==> src/rtl/bpct_pad.sv <==
`timescale 1ns/100ps

==> src/rtl/bpct_pkg.sv <==
// Constants and types for the brushless PWM and commutation timer
// Functional notes
// - Auto-scaling 8-bit timer measures zero-crossing intervals
// - Zero-cross captures timer, then restarts it
// - Old capture moves to previous-interval register
// - Commutation delay is interval times weight
// - 12-bit carrier runs beside interval timer
// - PWM compares carrier with two-byte duty value
// - PWM steered to one of three upper switches (0, 2, 4)
// - User-chosen complementary switch also turned on
// - Back-EMF and Hall events handled alike
// - Carrier counts up to maximum, down to zero
// - Duty-update event after programmed carrier repetitions
// - Duty-update event at centre of on-time for odd repetition counts
// - Carrier rate is clock over prescale*2*max
// - Update period is carrier*(repetition+1)/2
// - Pending flag cleared by writing zero bit
package bpct_pkg;
  localparam int          CARRIER_W   = 12;       // Carrier width
  localparam int          TIMER_W     = 8;        // Interval timer width
  localparam int          SCALE_W     = 4;        // Auto-scale exponent width
  localparam int          TB_W        = 24;       // Timebase counter width
  localparam int          SW_N        = 6;        // Inverter switches
  localparam logic [3:0]  SCALE_MAX   = 4'hf;     // Largest scale exponent
  localparam logic [3:0]  SCALE_RST   = 4'h0;     // Scale after reset
  localparam logic [7:0]  TIMER_FULL  = 8'hff;    // Timer overflow point
  localparam logic [7:0]  TIMER_HALF  = 8'h80;    // Timer after scale-up
  localparam logic [7:0]  TIMER_LOW   = 8'h40;    // Below this, scale down
  localparam logic [7:0]  BYTE_RST    = 8'h00;    // Byte reset value
  localparam logic [11:0] CARRIER_RST = 12'h000;  // Carrier reset value
  localparam logic [2:0]  STEP_LAST   = 3'h5;     // Last commutation step
  localparam int          PEND_BIT    = 0;        // Pending flag position
  localparam int          WEIGHT_SH   = 8;        // Weight is fraction /256

  // Carrier direction
  typedef enum logic [0:0] {
    BPCT_UP   = 1'b0,
    BPCT_DOWN = 1'b1
  } bpct_dir_t;

  // Duty compare value as written by software
  typedef struct packed {
    logic [7:0] hi;   // High byte, low nibble used
    logic [7:0] lo;   // Low byte
  } bpct_duty_t;

  // Interval measurement results
  typedef struct packed {
    logic [7:0] cur;   // Current interval capture
    logic [7:0] prev;  // Previous interval capture
    logic [3:0] scale; // Timebase exponent of the running timer
  } bpct_interval_t;
endpackage

==> src/rtl/bpct_timer.sv <==
// Top of the brushless PWM carrier, steering and commutation timer
`timescale 1ns/100ps
module bpct_timer #(
  parameter int PRESC  = 1,   // Carrier prescaler
  parameter int TB_DIV = 16   // Interval timebase divider at scale 0
) (
  input  wire logic                i_clk,          // 50 MHz clock
  input  wire logic                i_srst,         // Sync reset, high
  input  wire logic                i_zc_bemf,      // Back-EMF zero-cross pulse
  input  wire logic                i_zc_hall,      // Hall edge pulse
  input  wire logic                i_zc_use_hall,  // 1: Hall is source
  input  wire logic [7:0]          i_commutation_delay_weight, // /256
  input  wire logic [11:0]         i_carrier_period_max, // Carrier top
  input  wire logic [7:0]          i_update_repetition_count, // Half-cycles-1
  input  wire logic                i_duty_wr,      // Duty write strobe
  input  wire bpct_pkg::bpct_duty_t i_duty,        // Duty bytes
  input  wire logic [2:0]          i_comp_switch,  // Complementary switch
  input  wire logic                i_irq_status_wr, // Status write strobe
  input  wire logic [7:0]          i_irq_status_data, // Status write data
  output logic [5:0]               o_switch,       // Inverter gate drives
  output logic                     o_pwm,          // Raw PWM
  output logic [11:0]              o_carrier,      // Carrier count
  output logic                     o_duty_update_event, // Update pulse
  output logic                     o_duty_update_pending_flag, // Irq flag
  output logic                     o_commutate,    // Commutation pulse
  output logic [2:0]               o_step,         // Commutation step
  output bpct_pkg::bpct_interval_t o_interval      // Interval captures
);

  // Carrier group state
  logic [15:0]        presc_q, presc_d;         // Prescaler count
  logic [11:0]        carrier_q, carrier_d;     // Carrier count
  bpct_pkg::bpct_dir_t dir_q, dir_d;            // Count direction
  logic [7:0]         rep_q, rep_d;             // Half-cycles seen
  bpct_pkg::bpct_duty_t pre_q, pre_d;           // Preloaded duty
  logic [11:0]        duty_q, duty_d;           // Active compare
  logic               pwm_q, pwm_d;             // Registered PWM
  logic               upd_q, upd_d;             // Update pulse
  logic               pend_q, pend_d;           // Pending flag
  logic [5:0]         sw_q, sw_d;               // Switch drives

  // Interval group state
  logic [23:0]        tb_q, tb_d;               // Timebase count
  logic [7:0]         tmr_q, tmr_d;             // Interval timer
  logic [3:0]         scale_q, scale_d;         // Timebase exponent
  logic [7:0]         cur_q, cur_d;             // Current capture
  logic [7:0]         prev_q, prev_d;           // Previous capture
  logic [8:0]         tgt_q, tgt_d;             // Delay target
  logic [8:0]         dly_q, dly_d;             // Delay count
  logic               armed_q, armed_d;         // Delay running
  logic               com_q, com_d;             // Commutation pulse
  logic [2:0]         step_q, step_d;           // Commutation step

  // One-hot switch select, used for the PWM and the complementary leg
  function automatic logic [5:0] onehot(input logic [2:0] idx);
    logic [5:0] v;
    v = 6'h00;
    if (idx < 3'(bpct_pkg::SW_N)) begin
      v[idx] = 1'b1;
    end
    return v;
  endfunction

  // Upper switch that carries PWM in each step
  function automatic logic [2:0] pwm_leg(input logic [2:0] step);
    logic [2:0] v;
    v = {step[2:1], 1'b0};
    return v;
  endfunction

  // Carrier, repetition, duty preload, flag and steering
  always_comb begin
    logic tick;
    logic half_end;
    tick      = (presc_q >= 16'(PRESC - 1));
    half_end  = 1'b0;
    presc_d   = tick ? 16'h0000 : presc_q + 16'h0001;
    carrier_d = carrier_q;
    dir_d     = dir_q;
    rep_d     = rep_q;
    pre_d     = pre_q;
    duty_d    = duty_q;
    upd_d     = 1'b0;
    if (tick) begin
      // Up to the maximum, back down to zero, forever
      if (dir_q == bpct_pkg::BPCT_UP) begin
        if (carrier_q >= i_carrier_period_max) begin
          dir_d     = bpct_pkg::BPCT_DOWN;
          half_end  = 1'b1;
          carrier_d = (carrier_q == 12'h000) ? 12'h000 : carrier_q - 12'h001;
        end else begin
          carrier_d = carrier_q + 12'h001;
        end
      end else begin
        if (carrier_q == 12'h000) begin
          dir_d     = bpct_pkg::BPCT_UP;
          half_end  = 1'b1;
          carrier_d = (i_carrier_period_max == 12'h000) ? 12'h000 : 12'h001;
        end else begin
          carrier_d = carrier_q - 12'h001;
        end
      end
    end
    // Fire on the (repetition+1)th half-cycle end
    if (half_end) begin
      if (rep_q >= i_update_repetition_count) begin
        rep_d = 8'h00;
        upd_d = 1'b1;  // Odd counts land on zero: mid on-time
      end else begin
        rep_d = rep_q + 8'h01;
      end
    end
    // Software writes go to the preload stage only
    if (i_duty_wr) begin
      pre_d = i_duty;
    end
    // Preload becomes active exactly at the update event
    if (upd_d) begin
      duty_d = {pre_d.hi[3:0], pre_d.lo};
    end
    // On while carrier is below compare, centred on zero
    pwm_d = (carrier_d < duty_d);
    // Writing zero clears; a same-cycle event still sets
    pend_d = pend_q;
    if (i_irq_status_wr && !i_irq_status_data[bpct_pkg::PEND_BIT]) begin
      pend_d = 1'b0;
    end
    if (upd_d) begin
      pend_d = 1'b1;
    end
    // PWM to one switch, user leg held on
    sw_d = (pwm_d ? onehot(pwm_leg(step_q)) : 6'h00) | onehot(i_comp_switch);
  end

  // Registers of the carrier group
  always_ff @(posedge i_clk) begin
    if (i_srst) begin
      presc_q   <= 16'h0000;
      carrier_q <= bpct_pkg::CARRIER_RST;
      dir_q     <= bpct_pkg::BPCT_UP;
      rep_q     <= 8'h00;
      pre_q     <= '{hi: bpct_pkg::BYTE_RST, lo: bpct_pkg::BYTE_RST};
      duty_q    <= bpct_pkg::CARRIER_RST;
      pwm_q     <= 1'b0;
      upd_q     <= 1'b0;
      pend_q    <= 1'b0;
      sw_q      <= 6'h00;
    end else begin
      presc_q   <= presc_d;
      carrier_q <= carrier_d;
      dir_q     <= dir_d;
      rep_q     <= rep_d;
      pre_q     <= pre_d;
      duty_q    <= duty_d;
      pwm_q     <= pwm_d;
      upd_q     <= upd_d;
      pend_q    <= pend_d;
      sw_q      <= sw_d;
    end
  end

  // Interval timer, captures, delay unit and commutation step
  always_comb begin
    logic        zc;
    logic        tick;
    logic [23:0] lim;
    logic [15:0] prod;
    // Only the source picked by i_zc_use_hall counts as the zero-cross event
    zc      = i_zc_use_hall ? i_zc_hall : i_zc_bemf;
    lim     = (24'(TB_DIV) << scale_q) - 24'h000001;
    tick    = (tb_q >= lim);
    prod    = tmr_q * i_commutation_delay_weight;
    tb_d    = tick ? 24'h000000 : tb_q + 24'h000001;
    tmr_d   = tmr_q;
    scale_d = scale_q;
    cur_d   = cur_q;
    prev_d  = prev_q;
    tgt_d   = tgt_q;
    dly_d   = dly_q;
    armed_d = armed_q;
    com_d   = 1'b0;
    step_d  = step_q;
    if (zc) begin
      prev_d  = cur_q;               // Old capture kept first
      cur_d   = tmr_q;               // Capture and restart
      tmr_d   = 8'h00;
      tb_d    = 24'h000000;
      tgt_d   = {1'b0, prod[15:bpct_pkg::WEIGHT_SH]};
      dly_d   = 9'h000;
      armed_d = 1'b1;
      // Short interval: finer timebase, target doubled to match
      if (tmr_q < bpct_pkg::TIMER_LOW && scale_q != bpct_pkg::SCALE_RST) begin
        scale_d = scale_q - 4'h1;
        tgt_d   = {prod[15:bpct_pkg::WEIGHT_SH], 1'b0};
      end
    end else if (tick) begin
      if (tmr_q == bpct_pkg::TIMER_FULL) begin
        // Overflow: coarser timebase, counts halved
        if (scale_q != bpct_pkg::SCALE_MAX) begin
          scale_d = scale_q + 4'h1;
          tmr_d   = bpct_pkg::TIMER_HALF;
          dly_d   = dly_q >> 1;
          tgt_d   = tgt_q >> 1;
        end
      end else begin
        tmr_d = tmr_q + 8'h01;
      end
      // Delay elapsed: commutate and advance the step
      if (armed_q) begin
        dly_d = dly_d + 9'h001;
        if (dly_d >= tgt_d) begin
          armed_d = 1'b0;
          com_d   = 1'b1;
          step_d  = (step_q == bpct_pkg::STEP_LAST) ? 3'h0 : step_q + 3'h1;
        end
      end
    end
  end

  // Registers of the interval group
  always_ff @(posedge i_clk) begin
    if (i_srst) begin
      tb_q    <= 24'h000000;
      tmr_q   <= 8'h00;
      scale_q <= bpct_pkg::SCALE_RST;
      cur_q   <= bpct_pkg::BYTE_RST;
      prev_q  <= bpct_pkg::BYTE_RST;
      tgt_q   <= 9'h000;
      dly_q   <= 9'h000;
      armed_q <= 1'b0;
      com_q   <= 1'b0;
      step_q  <= 3'h0;
    end else begin
      tb_q    <= tb_d;
      tmr_q   <= tmr_d;
      scale_q <= scale_d;
      cur_q   <= cur_d;
      prev_q  <= prev_d;
      tgt_q   <= tgt_d;
      dly_q   <= dly_d;
      armed_q <= armed_d;
      com_q   <= com_d;
      step_q  <= step_d;
    end
  end

  // Outputs straight from flip-flops
  assign o_switch                   = sw_q;
  assign o_pwm                      = pwm_q;
  assign o_carrier                  = carrier_q;
  assign o_duty_update_event        = upd_q;
  assign o_duty_update_pending_flag = pend_q;
  assign o_commutate                = com_q;
  assign o_step                     = step_q;
  assign o_interval                 = '{cur: cur_q, prev: prev_q,
                                        scale: scale_q};
endmodule

==> config.mk <==
export PLATFORM = sky130hd
export DESIGN_NAME = bpct_timer
export DESIGN_NICKNAME = d
export VERILOG_FILES = /design/src/rtl/bpct_pad.sv /design/src/rtl/bpct_pkg.sv /design/src/rtl/bpct_timer.sv
export SDC_FILE = /design/constraint.sdc
export NUM_CORES = 1
export LEC_CHECK = 0
export BUFFER_PORTS_ARGS = -buffer_cell sky130_fd_sc_hd__buf_2
export CAP_MARGIN = 40
export CORE_UTILIZATION = 60
export DETAILED_ROUTE_END_ITERATION = 10
export PLACE_DENSITY = 0.87
export SETUP_SLACK_MARGIN = 0.02
export SKIP_CTS_REPAIR_TIMING = 1
export SYNTH_ARGS = -nofsm -noshare
export SYNTH_HDL_FRONTEND = slang
export SYNTH_SLANG_ARGS = --single-unit
==> constraint.sdc <==
create_clock -name i_clk -period 5.6 [get_ports i_clk]
set_input_delay 0.28 -clock i_clk [delete_from_list [all_inputs] [get_ports i_clk]]
set_output_delay 0.28 -clock i_clk [all_outputs]
set_load 0.03 [all_outputs]
== Word-level counts from Yosys, hierarchy flattened ==
Index checks and enable logic that the tools add are counted.
Word-level totals
  flip-flop bits (word level): 145
  input bits: 62
  output and inout bits: 45
  word-level logic and storage cells: 127
Cells by class
  $add $sub $neg: 11
  multiply operators: 1
  order comparisons: 13
  eq/ne operators: 5
  shift operators: 1
  muxes and demuxes: 52
  bitwise operators: 4
  reduce and logical (&&, ||, !) cells: 19
Operators with widths (number)
  2-to-1 mux 9 bit: 12
  2-to-1 mux 12 bit: 7
  adder 24 x 1 -> 24 bit, second input constant: 1
  greater-or-equal comparator 24 bit: 1
  zero test 12 bit: 2
  2-to-1 mux 8 bit: 3
  << shifter 5 x 4 -> 24 bit, first input constant: 1
  subtractor 24 x 1 -> 24 bit, second input constant: 1
  2-to-1 mux 4 bit: 5
  2-to-1 mux 1 bit: 19
  adder 16 x 1 -> 16 bit, second input constant: 1
  adder 8 x 1 -> 8 bit, second input constant: 2
  greater-or-equal comparator 16 x 1 -> 1 bit, second input constant: 1
  multiplier 8 x 8 -> 16 bit: 1
  adder 12 x 1 -> 12 bit, second input constant: 1
  greater-or-equal comparator 12 bit: 1
  < comparator 12 bit: 1
  2-to-1 mux 6 bit: 2
  subtractor 12 x 1 -> 12 bit, second input constant: 1
  adder 9 x 1 -> 9 bit, second input constant: 1
  greater-or-equal comparator 9 bit: 1
  == test 8 bit, second input constant: 1
  greater-or-equal comparator 8 bit: 1
  < comparator 3 x 4 -> 1 bit, second input constant: 2
  other kinds (24): 37

== Longest topological paths before layout ==
Gate-level depths: netlist of the first run.
  depth in word-level cells: 11
  mapped depth: 19
  gate-level depth less buffers: 18

== Least setup slack after synthesis of the first run ==
OpenSTA, ideal clock, no wires.
  path kind: register to register
  start: register tmr_q[2]
  end: register tgt_q[3]
  setup time: 139 ps
  arrival: 4453 ps
  required time: 5461 ps
  slack: 1009 ps
  cell stages (with the launch flop): 17
  path buffers: 2
  period minus slack after synthesis: 4591 ps
  path through: dfxtp_1 clkbuf_1 and2_1 fa_1 fa_1 fa_1 inv_1 fa_1 inv_1 ha_1 clkbuf_1 nand3_1 o311ai_2 xnor2_1 nor2_1 a2111oi_0 a211oi_1
Between the ends
  cells in the longest elaborated chain, start to end: 6
  elaborated cells between the ends (all ways): 10
  classes of those cells: mul (1); order compare (1); eq/ne (1); mux (6); reduce/logical (1)
RTL lines
  from (decl): RTL line bpct_timer.sv:44  | logic [7:0] tmr_q, tmr_d;
  from (signal assigned): RTL line bpct_timer.sv:235  | tmr_q <= tmr_d;
  parallel branches: the longest is 5 deep, another holds multiplier 8 x 8 -> 16 bit
  2-to-1 mux 9 bit (*): RTL line bpct_timer.sv:183  | if (zc) begin
  to (signal assigned): RTL line bpct_timer.sv:239  | tgt_q <= tgt_d;
  to (decl): RTL line bpct_timer.sv:48  | logic [8:0] tgt_q, tgt_d;
Mark *: on every way between the ends. The select of a mux whose other input is x is not followed.
A chain may end at the register's enable or synchronous reset.

== Final worst setup path of the first run ==
  start: register tmr_q[2]
  end: register tgt_q[8]
Same word-level chain as after synthesis.

==> results of run 1 <==
-- layout make-up --
type                            count  area share [%]
Multi-Input combinational cell    936            60.9
Clock buffer                       19            3.96
Inverter                           91            3.06
Timing Repair Buffer              111            5.33
Tap cell                          216            2.42
Sequential cell                   129            23.1
Clock inverter                     12            1.22
-- power groups by stage --
stage	logic [mW]	clock network (mW)	registers [mW]
floorplan	0.692	0	1.04
global placement	0.860	0	1.05
detailed placement	0.890	0	1.06
CTS	0.900	1.10	1.04
global route	1.02	1.14	1.05
finish	0.905	1.09	1.04
-- metrics by stage --
stage,hold WS (ps),power (mW),instances,utilization [%],setup slack (ps)
floorplan,356,1.73,1218,-,1010
CTS,66.6,3.04,1514,69.6,491
finish,78.6,3.04,1514,69.6,510
detailed placement,447,1.94,1483,66.0,506
global placement,437,1.91,1483,66.0,637
global route,75.7,3.20,1514,69.6,42.0
-- critical path, delay by kind of cell, from the launching register on --
family / cells / cell delay, ps
adder cells (fa/ha/maj): 5 / 2450
AO/OA/AOI/OAI: 4 / 980
flip-flops: 1 / 690
AND/OR/NAND/NOR: 2 / 520
XOR/XNOR: 1 / 220
buffers and inverters: 2 / 110
-- registers in the layout (all words and copies together), names as in the netlist, 9 cells and up --
name,cells
o_carrier,12
tb_q,24
tgt_q,9
dly_q,9
pre_q,12
duty_q,12
-- Yosys cell counts (7+ instances only) --
cell and count:
a21oi_1 78, or3_1 7, a211oi_1 20, and2_1 59, buf_2 7, mux2_2 17, o31ai_1 8, a31oi_1 11
nand2_1 121, nor2_1 110, a21o_1 12, o22ai_1 7, dfxtp_1 129, nand2b_1 12, nor4_1 7, a22oi_1 7
o21ai_0 43, inv_1 91, fa_1 36, clkbuf_1 50, and3_1 19, o211ai_1 12, nor3_1 22, xnor2_1 20
mux2i_1 30, nand4_1 20, xor2_1 22, nand3_1 36, ha_1 102, nor2b_1 20
-- worst max-delay path by stage --
stage	cells past startpoint	end	startpoint	slack (ps)
2_1_floorplan	16	tgt_q[3]	tmr_q[2]	1010
3_3_place_gp	14	tgt_q[8]	tmr_q[2]	640
3_5_place_dp	14	tgt_q[8]	tmr_q[2]	510
4_1_cts	14	tgt_q[8]	tmr_q[2]	490
5_1_grt	14	tgt_q[8]	tmr_q[2]	40
6_report	14	tgt_q[8]	tmr_q[2]	510
-- layer usage --
layer	track usage (%)	vias up
met3	5.46	36
met4	9.40	0
met1	34.8	4260
met2	46.8	269
met5	0	-
li1	-	4410
-- kinds of logic after synthesis --
group / count (synthesis) / share of synthesized area, %
buffers and inverters: 153 / 5.89
and+or+nand+nor: 457 / 23.0
AOI/OAI and AO/OA: 249 / 16.4
other: 1 / 0.0377
adders and majority gates: 138 / 20.1
DFF: 129 / 25.9
muxes: 47 / 4.94
xor gates and xnor gates: 42 / 3.69
==> run metrics, run 1 <==
status=completed; global-route wire length before repair=37700 um; Nets=1486; Slew HR=42.0%; Reg clk slew, reported paths=60 ps; drt first-iter violations=632; max-slew violations=0; P_sw=1.05 mW; Slowest-stage cell, CP=dfxtp_1; crit-path cells=and2_1, fa_1, fa_1, fa_1, inv_1, fa_1, inv_1, ha_1, a31oi_1, o311ai_0, nand2_1, o21ai_0, xor2_1, o31ai_1; Pre-antenna DRT Iters=5; top cells by area, synth=dfxtp_1, ha_1, fa_1; Final min period=5090 ps; Synth area leader=dfxtp_1; vias in the first global route=8198; core area=16100 um^2; number of synthesized flops with an enable pin=0; Routed WL=22900 um; gr ovfl total=0; register area share after synthesis=25.9%; Syn Inst Count=1216; switching part of the total=34.5%; Worst setup SP type=register; P_int=1.99 mW; Max IR drop VDD=0.240 mV; Clock Path Buffers=2; die height=131 um; worst r2r path cells=14; initial antenna violation count=0; CP Data Arrival Time=5390 ps; Post-synth ARST share=0%; die area=17100 um^2; met3 WL=1230 um; Final Cycle Share=90.9%; final clock skew=7.79 ps; Syn. warnings=0; R2R Setup Slk=510 ps; most frequent cells in the layout=dfxtp_1, nand2_1, nor2_1; Post-Syn Area=9960 um^2; n_diodes=0; fin area=11200 um^2; fillers=1240; Worst Tran Pin Value=869 ps; Synth Area per Inst=8.19 um^2; CP max stage delay=690 ps; area occupied by multi-input gates=6810 um^2; min-delay worst type=in -> reg; post-DR wirelength/cell=15.1 um; post-synthesis cell type count=72; M1 WL=10300 um; r2r endpoint=tgt_q[8]; depth of the worst hold-timing path=2; maxcap violations=0; All-Layer GR Usage=27.6%; Final Hold Fails=0; DR vias/cell=5.93; largest net degree at the start of global routing=54; layout cell share with drive strength beyond 1=13.1%; post-route ant nets=0; io pins=107; Leak=5.11 nW; Hold Crit Endpoint=o_switch[1]; RSZ-0062 raised after global routing=false; DP HPWL=16900 um; Starting Density=62.0%; drt drc=0; chip width=131 um; Fin Setup TNS=0 ps; kind of critical path=reg -> reg; #FFs+latches synth=129; CP max FO=13; DP Area=10600 um^2; clk root buf=clkbuf_16; worst-skew pair later-pin latency=430 ps; highest routing layer actually used=met4; met2 WL=11000 um; Synth top area share=25.9%; FF/Latch Area=2580 um^2; Worst Path Required=5900 ps; area delta synth->final=12.2%; most common cell after layout, fill and taps aside=dfxtp_1; ys flop type=dfxtp_1; Core Rows=46; clock group share of total power=36.0%; htree depth=4; CTS sink count=129; hold_sp=i_comp_switch[1]; reg2reg start=tmr_q[2]; combinational power share=29.8%; FMAX=196 MHz; via count=8975; Final setup viols=0; Sequential Power Share=34.2%; most frequent CP cell=fa_1; buffers added on ports=95; PD cells=272 nW/um^2; CTS Buf Count=17; crit end category=register; Routability Congestion=0.862; CTS tree=built
Note: power is estimated with default switching activity, not from simulation.
==> inputs of run 2 (changes only) <==
ABC_AREA = 1   (was default)
==> run 2 against run 1 <==
  * Critical path depth is 5 higher
  * Register-to-register slack better by 400 ps
  * Clock power is 5% higher
  * Critical endpoint is now o_step[2]
==> run metrics, run 2 <==
drt first-iter violations=698 (was 632); Syn. warnings=0 (unchanged); worst-skew pair later-pin latency=420 ps (was 430 ps); Reg clk slew, reported paths=60 ps (about the same); r2r endpoint=o_step[2] (was tgt_q[8]); Routability Congestion=0.902 (was 0.862); min-delay worst type=in -> reg (unchanged); core area=16100 um^2 (about the same); Final setup viols=0 (unchanged); layout cell share with drive strength beyond 1=11.7% (was 13.1%); Synth top area share=25.8% (was 25.9%); P_sw=1.28 mW (was 1.05 mW); die area=17200 um^2 (was 17100 um^2); DR vias/cell=5.33 (was 5.93); most common cell after layout, fill and taps aside=nand2_1 (was dfxtp_1); post-DR wirelength/cell=12.6 um (was 15.1 um); FMAX=213 MHz (was 196 MHz); area delta synth->final=11.8% (was 12.2%); clk root buf=clkbuf_16 (unchanged); register area share after synthesis=25.8% (was 25.9%); Top reg by flops=tb_q (unchanged); most frequent cells in the layout=nand2_1, inv_1, nor2_1 (was dfxtp_1, nand2_1, nor2_1); maxcap violations=0 (unchanged); initial antenna violation count=0 (unchanged); post-route ant nets=0 (unchanged); switching part of the total=38.1% (was 34.5%); DP HPWL=16600 um (was 16900 um); worst r2r path cells=19 (was 14); Final min period=4690 ps (was 5090 ps); Pre-antenna DRT Iters=5 (unchanged); Worst Path Required=5950 ps (was 5900 ps); hold_sp=i_comp_switch[1] (unchanged); combinational power share=34.9% (was 29.8%); max reg flops=24 (unchanged); All-Layer GR Usage=26.3% (was 27.6%); Hold Crit Endpoint=o_switch[1] (unchanged); top cells by area, synth=dfxtp_1, ha_1, nand2_1 (was dfxtp_1, ha_1, fa_1); fillers=1300 (was 1240); #FFs+latches synth=129 (unchanged); final clock skew=7.07 ps (was 7.79 ps); post-synthesis cell type count=52 (was 72); Synth Area per Inst=6.94 um^2 (was 8.19 um^2); FF/Latch Area=2580 um^2 (unchanged); global-route wire length before repair=38300 um (was 37700 um); io pins=107 (unchanged); number of synthesized flops with an enable pin=0 (unchanged); reg2reg start=tmr_q[1] (was tmr_q[2]); RSZ-0062 raised after global routing=false (unchanged); depth of the worst hold-timing path=2 (unchanged); kind of critical path=reg -> reg (unchanged); drt drc=0 (unchanged); status=completed (unchanged); Final Hold Fails=0 (unchanged); area occupied by multi-input gates=6300 um^2 (was 6810 um^2); n_diodes=0 (unchanged); Post-Syn Area=10000 um^2 (was 9960 um^2); Synth area leader=dfxtp_1 (unchanged); Post-synth ARST share=0% (unchanged); PD cells=300 nW/um^2 (was 272 nW/um^2); Clock Path Buffers=2 (unchanged); CP max FO=28 (was 13); gr ovfl total=0 (unchanged); Sequential Power Share=31.2% (was 34.2%); ys flop type=dfxtp_1 (unchanged); Nets=1719 (was 1486); Starting Density=62.2% (was 62.0%); max-slew violations=0 (unchanged); chip width=131 um (about the same); Worst setup SP type=register (unchanged); Syn Inst Count=1444 (was 1216); P_int=2.08 mW (was 1.99 mW); die height=131 um (about the same); CTS tree=built (unchanged); Routed WL=22100 um (was 22900 um); largest net degree at the start of global routing=56 (was 54); final core occ=69.5% (was 69.6%); R2R Setup Slk=910 ps (was 510 ps); DP Area=10600 um^2 (unchanged); Fin Setup TNS=0 ps (unchanged); top post-synthesis cells by count=nand2_1, inv_1, nor2_1, dfxtp_1, ha_1 (was dfxtp_1, nand2_1, nor2_1, ha_1, inv_1); CTS sink count=129 (unchanged); Worst Tran Pin Value=871 ps (was 869 ps); Core Rows=46 (unchanged); crit end category=register (unchanged); buffers added on ports=95 (unchanged); Final Cycle Share=83.7% (was 90.9%); htree depth=4 (unchanged); beginning of the critical path=tmr_q[1] (was tmr_q[2]); Leak=6.11 nW (was 5.11 nW); via count=9313 (was 8975); vias in the first global route=8878 (was 8198); clock group share of total power=33.9% (was 36.0%); count leader, synth=nand2_1 (was dfxtp_1); Slew HR=41.9% (was 42.0%); CP Data Arrival Time=5040 ps (was 5390 ps); fin area=11200 um^2 (about the same); Max IR drop VDD=0.200 mV (was 0.240 mV); CTS Buf Count=17 (unchanged)
## run 2: cell count changes after synthesis, sizes merged, moves of 12 or more
cell and delta:
nand2b -12, mux2 -17, and3 -18, mux2i -15
o21ai +49, nand3 +29, inv +162, and2 -58
clkbuf -22, nor2 +57, nor2b -20, nand2 +195
## run 2: cells by family (layout without fill, tap and decap cells)
| group | Yosys count | after routing | share of synthesized area, % |
|---|---|---|---|
| other | 1 | 3 | 0.0374 |
| AOI/OAI and AO/OA | 204 | 204 | 11.3 |
| DFF | 129 | 129 | 25.8 |
| xor gates and xnor gates | 31 | 31 | 2.71 |
| and+or+nand+nor | 629 | 629 | 27.4 |
| buffers and inverters | 297 | 383 | 11.4 |
| adders and majority gates | 138 | 138 | 19.9 |
| muxes | 15 | 15 | 1.50 |
## run 2: metrics by stage
| step | power [mW] | instances | hold slack, ps | setup slack (ps) |
|---|---|---|---|---|
| 3_5_place_dp | 2.21 | 1716 | 448 | 979 |
| 4_1_cts | 3.36 | 1748 | 58.8 | 924 |
| 6_report | 3.37 | 1748 | 74.6 | 910 |
| 2_1_floorplan | 1.95 | 1446 | 357 | 1350 |
| 5_1_grt | 3.58 | 1748 | 94.0 | 511 |
| 3_3_place_gp | 2.17 | 1716 | 431 | 1160 |
## run 2: metal layers
layer | vias to the layer above | GRT usage (%) | wire [um] | share of wire (%)
met1 | 4281 | 30.9 | 9380 | 42
met5 | - | 0 | 0 | 0
met4 | 0 | 8.98 | 378 | 1.7
li1 | 4738 | - | - | -
met3 | 43 | 3.97 | 1030 | 4.7
met2 | 251 | 48.3 | 11300 | 51
## run 2: worst max-delay path by stage
stage,endpoint,slack (ps)
after floorplan,tgt_q[7],1350
after global placement,o_step[2],1160
after detailed placement,o_step[2],980
after CTS,o_step[2],920
after global routing,o_step[2],510
final,o_step[2],910
## run 2: power by group through the flow
stage / registers [mW] / clock network (mW) / logic [mW]
2_1_floorplan: 1.12 / 0 / 0.824
3_3_place_gp: 1.07 / 0 / 1.11
3_5_place_dp: 1.07 / 0 / 1.14
4_1_cts: 1.05 / 1.15 / 1.16
5_1_grt: 1.06 / 1.19 / 1.33
6_report: 1.05 / 1.14 / 1.17
## run 2: cell type report
cell class / count / share of cell area, %
inverter: 254 / 8.51
timing repair buffer: 97 / 4.38
multi-input combinational: 1020 / 56.2
clock inverter: 14 / 1.62
clock buffer: 18 / 3.83
sequential: 129 / 23.0
tap: 216 / 2.41
## run 2: critical path, stage by stage, from the launching register on
cell	delay, ps
dfxtp_1	620
ha_1	280
nand2_1	90
nor2_2	130
nand2_2	90
nor3_4	240
nand2_4	280
o21ai_2	320
inv_1	110
ha_1	200
nand2_1	120
nor2_1	60
xor2_1	190
inv_1	70
ha_1	320
nand4_1	90
o311ai_0	610
nand3_1	330
or2_2	350
a21oi_1	110
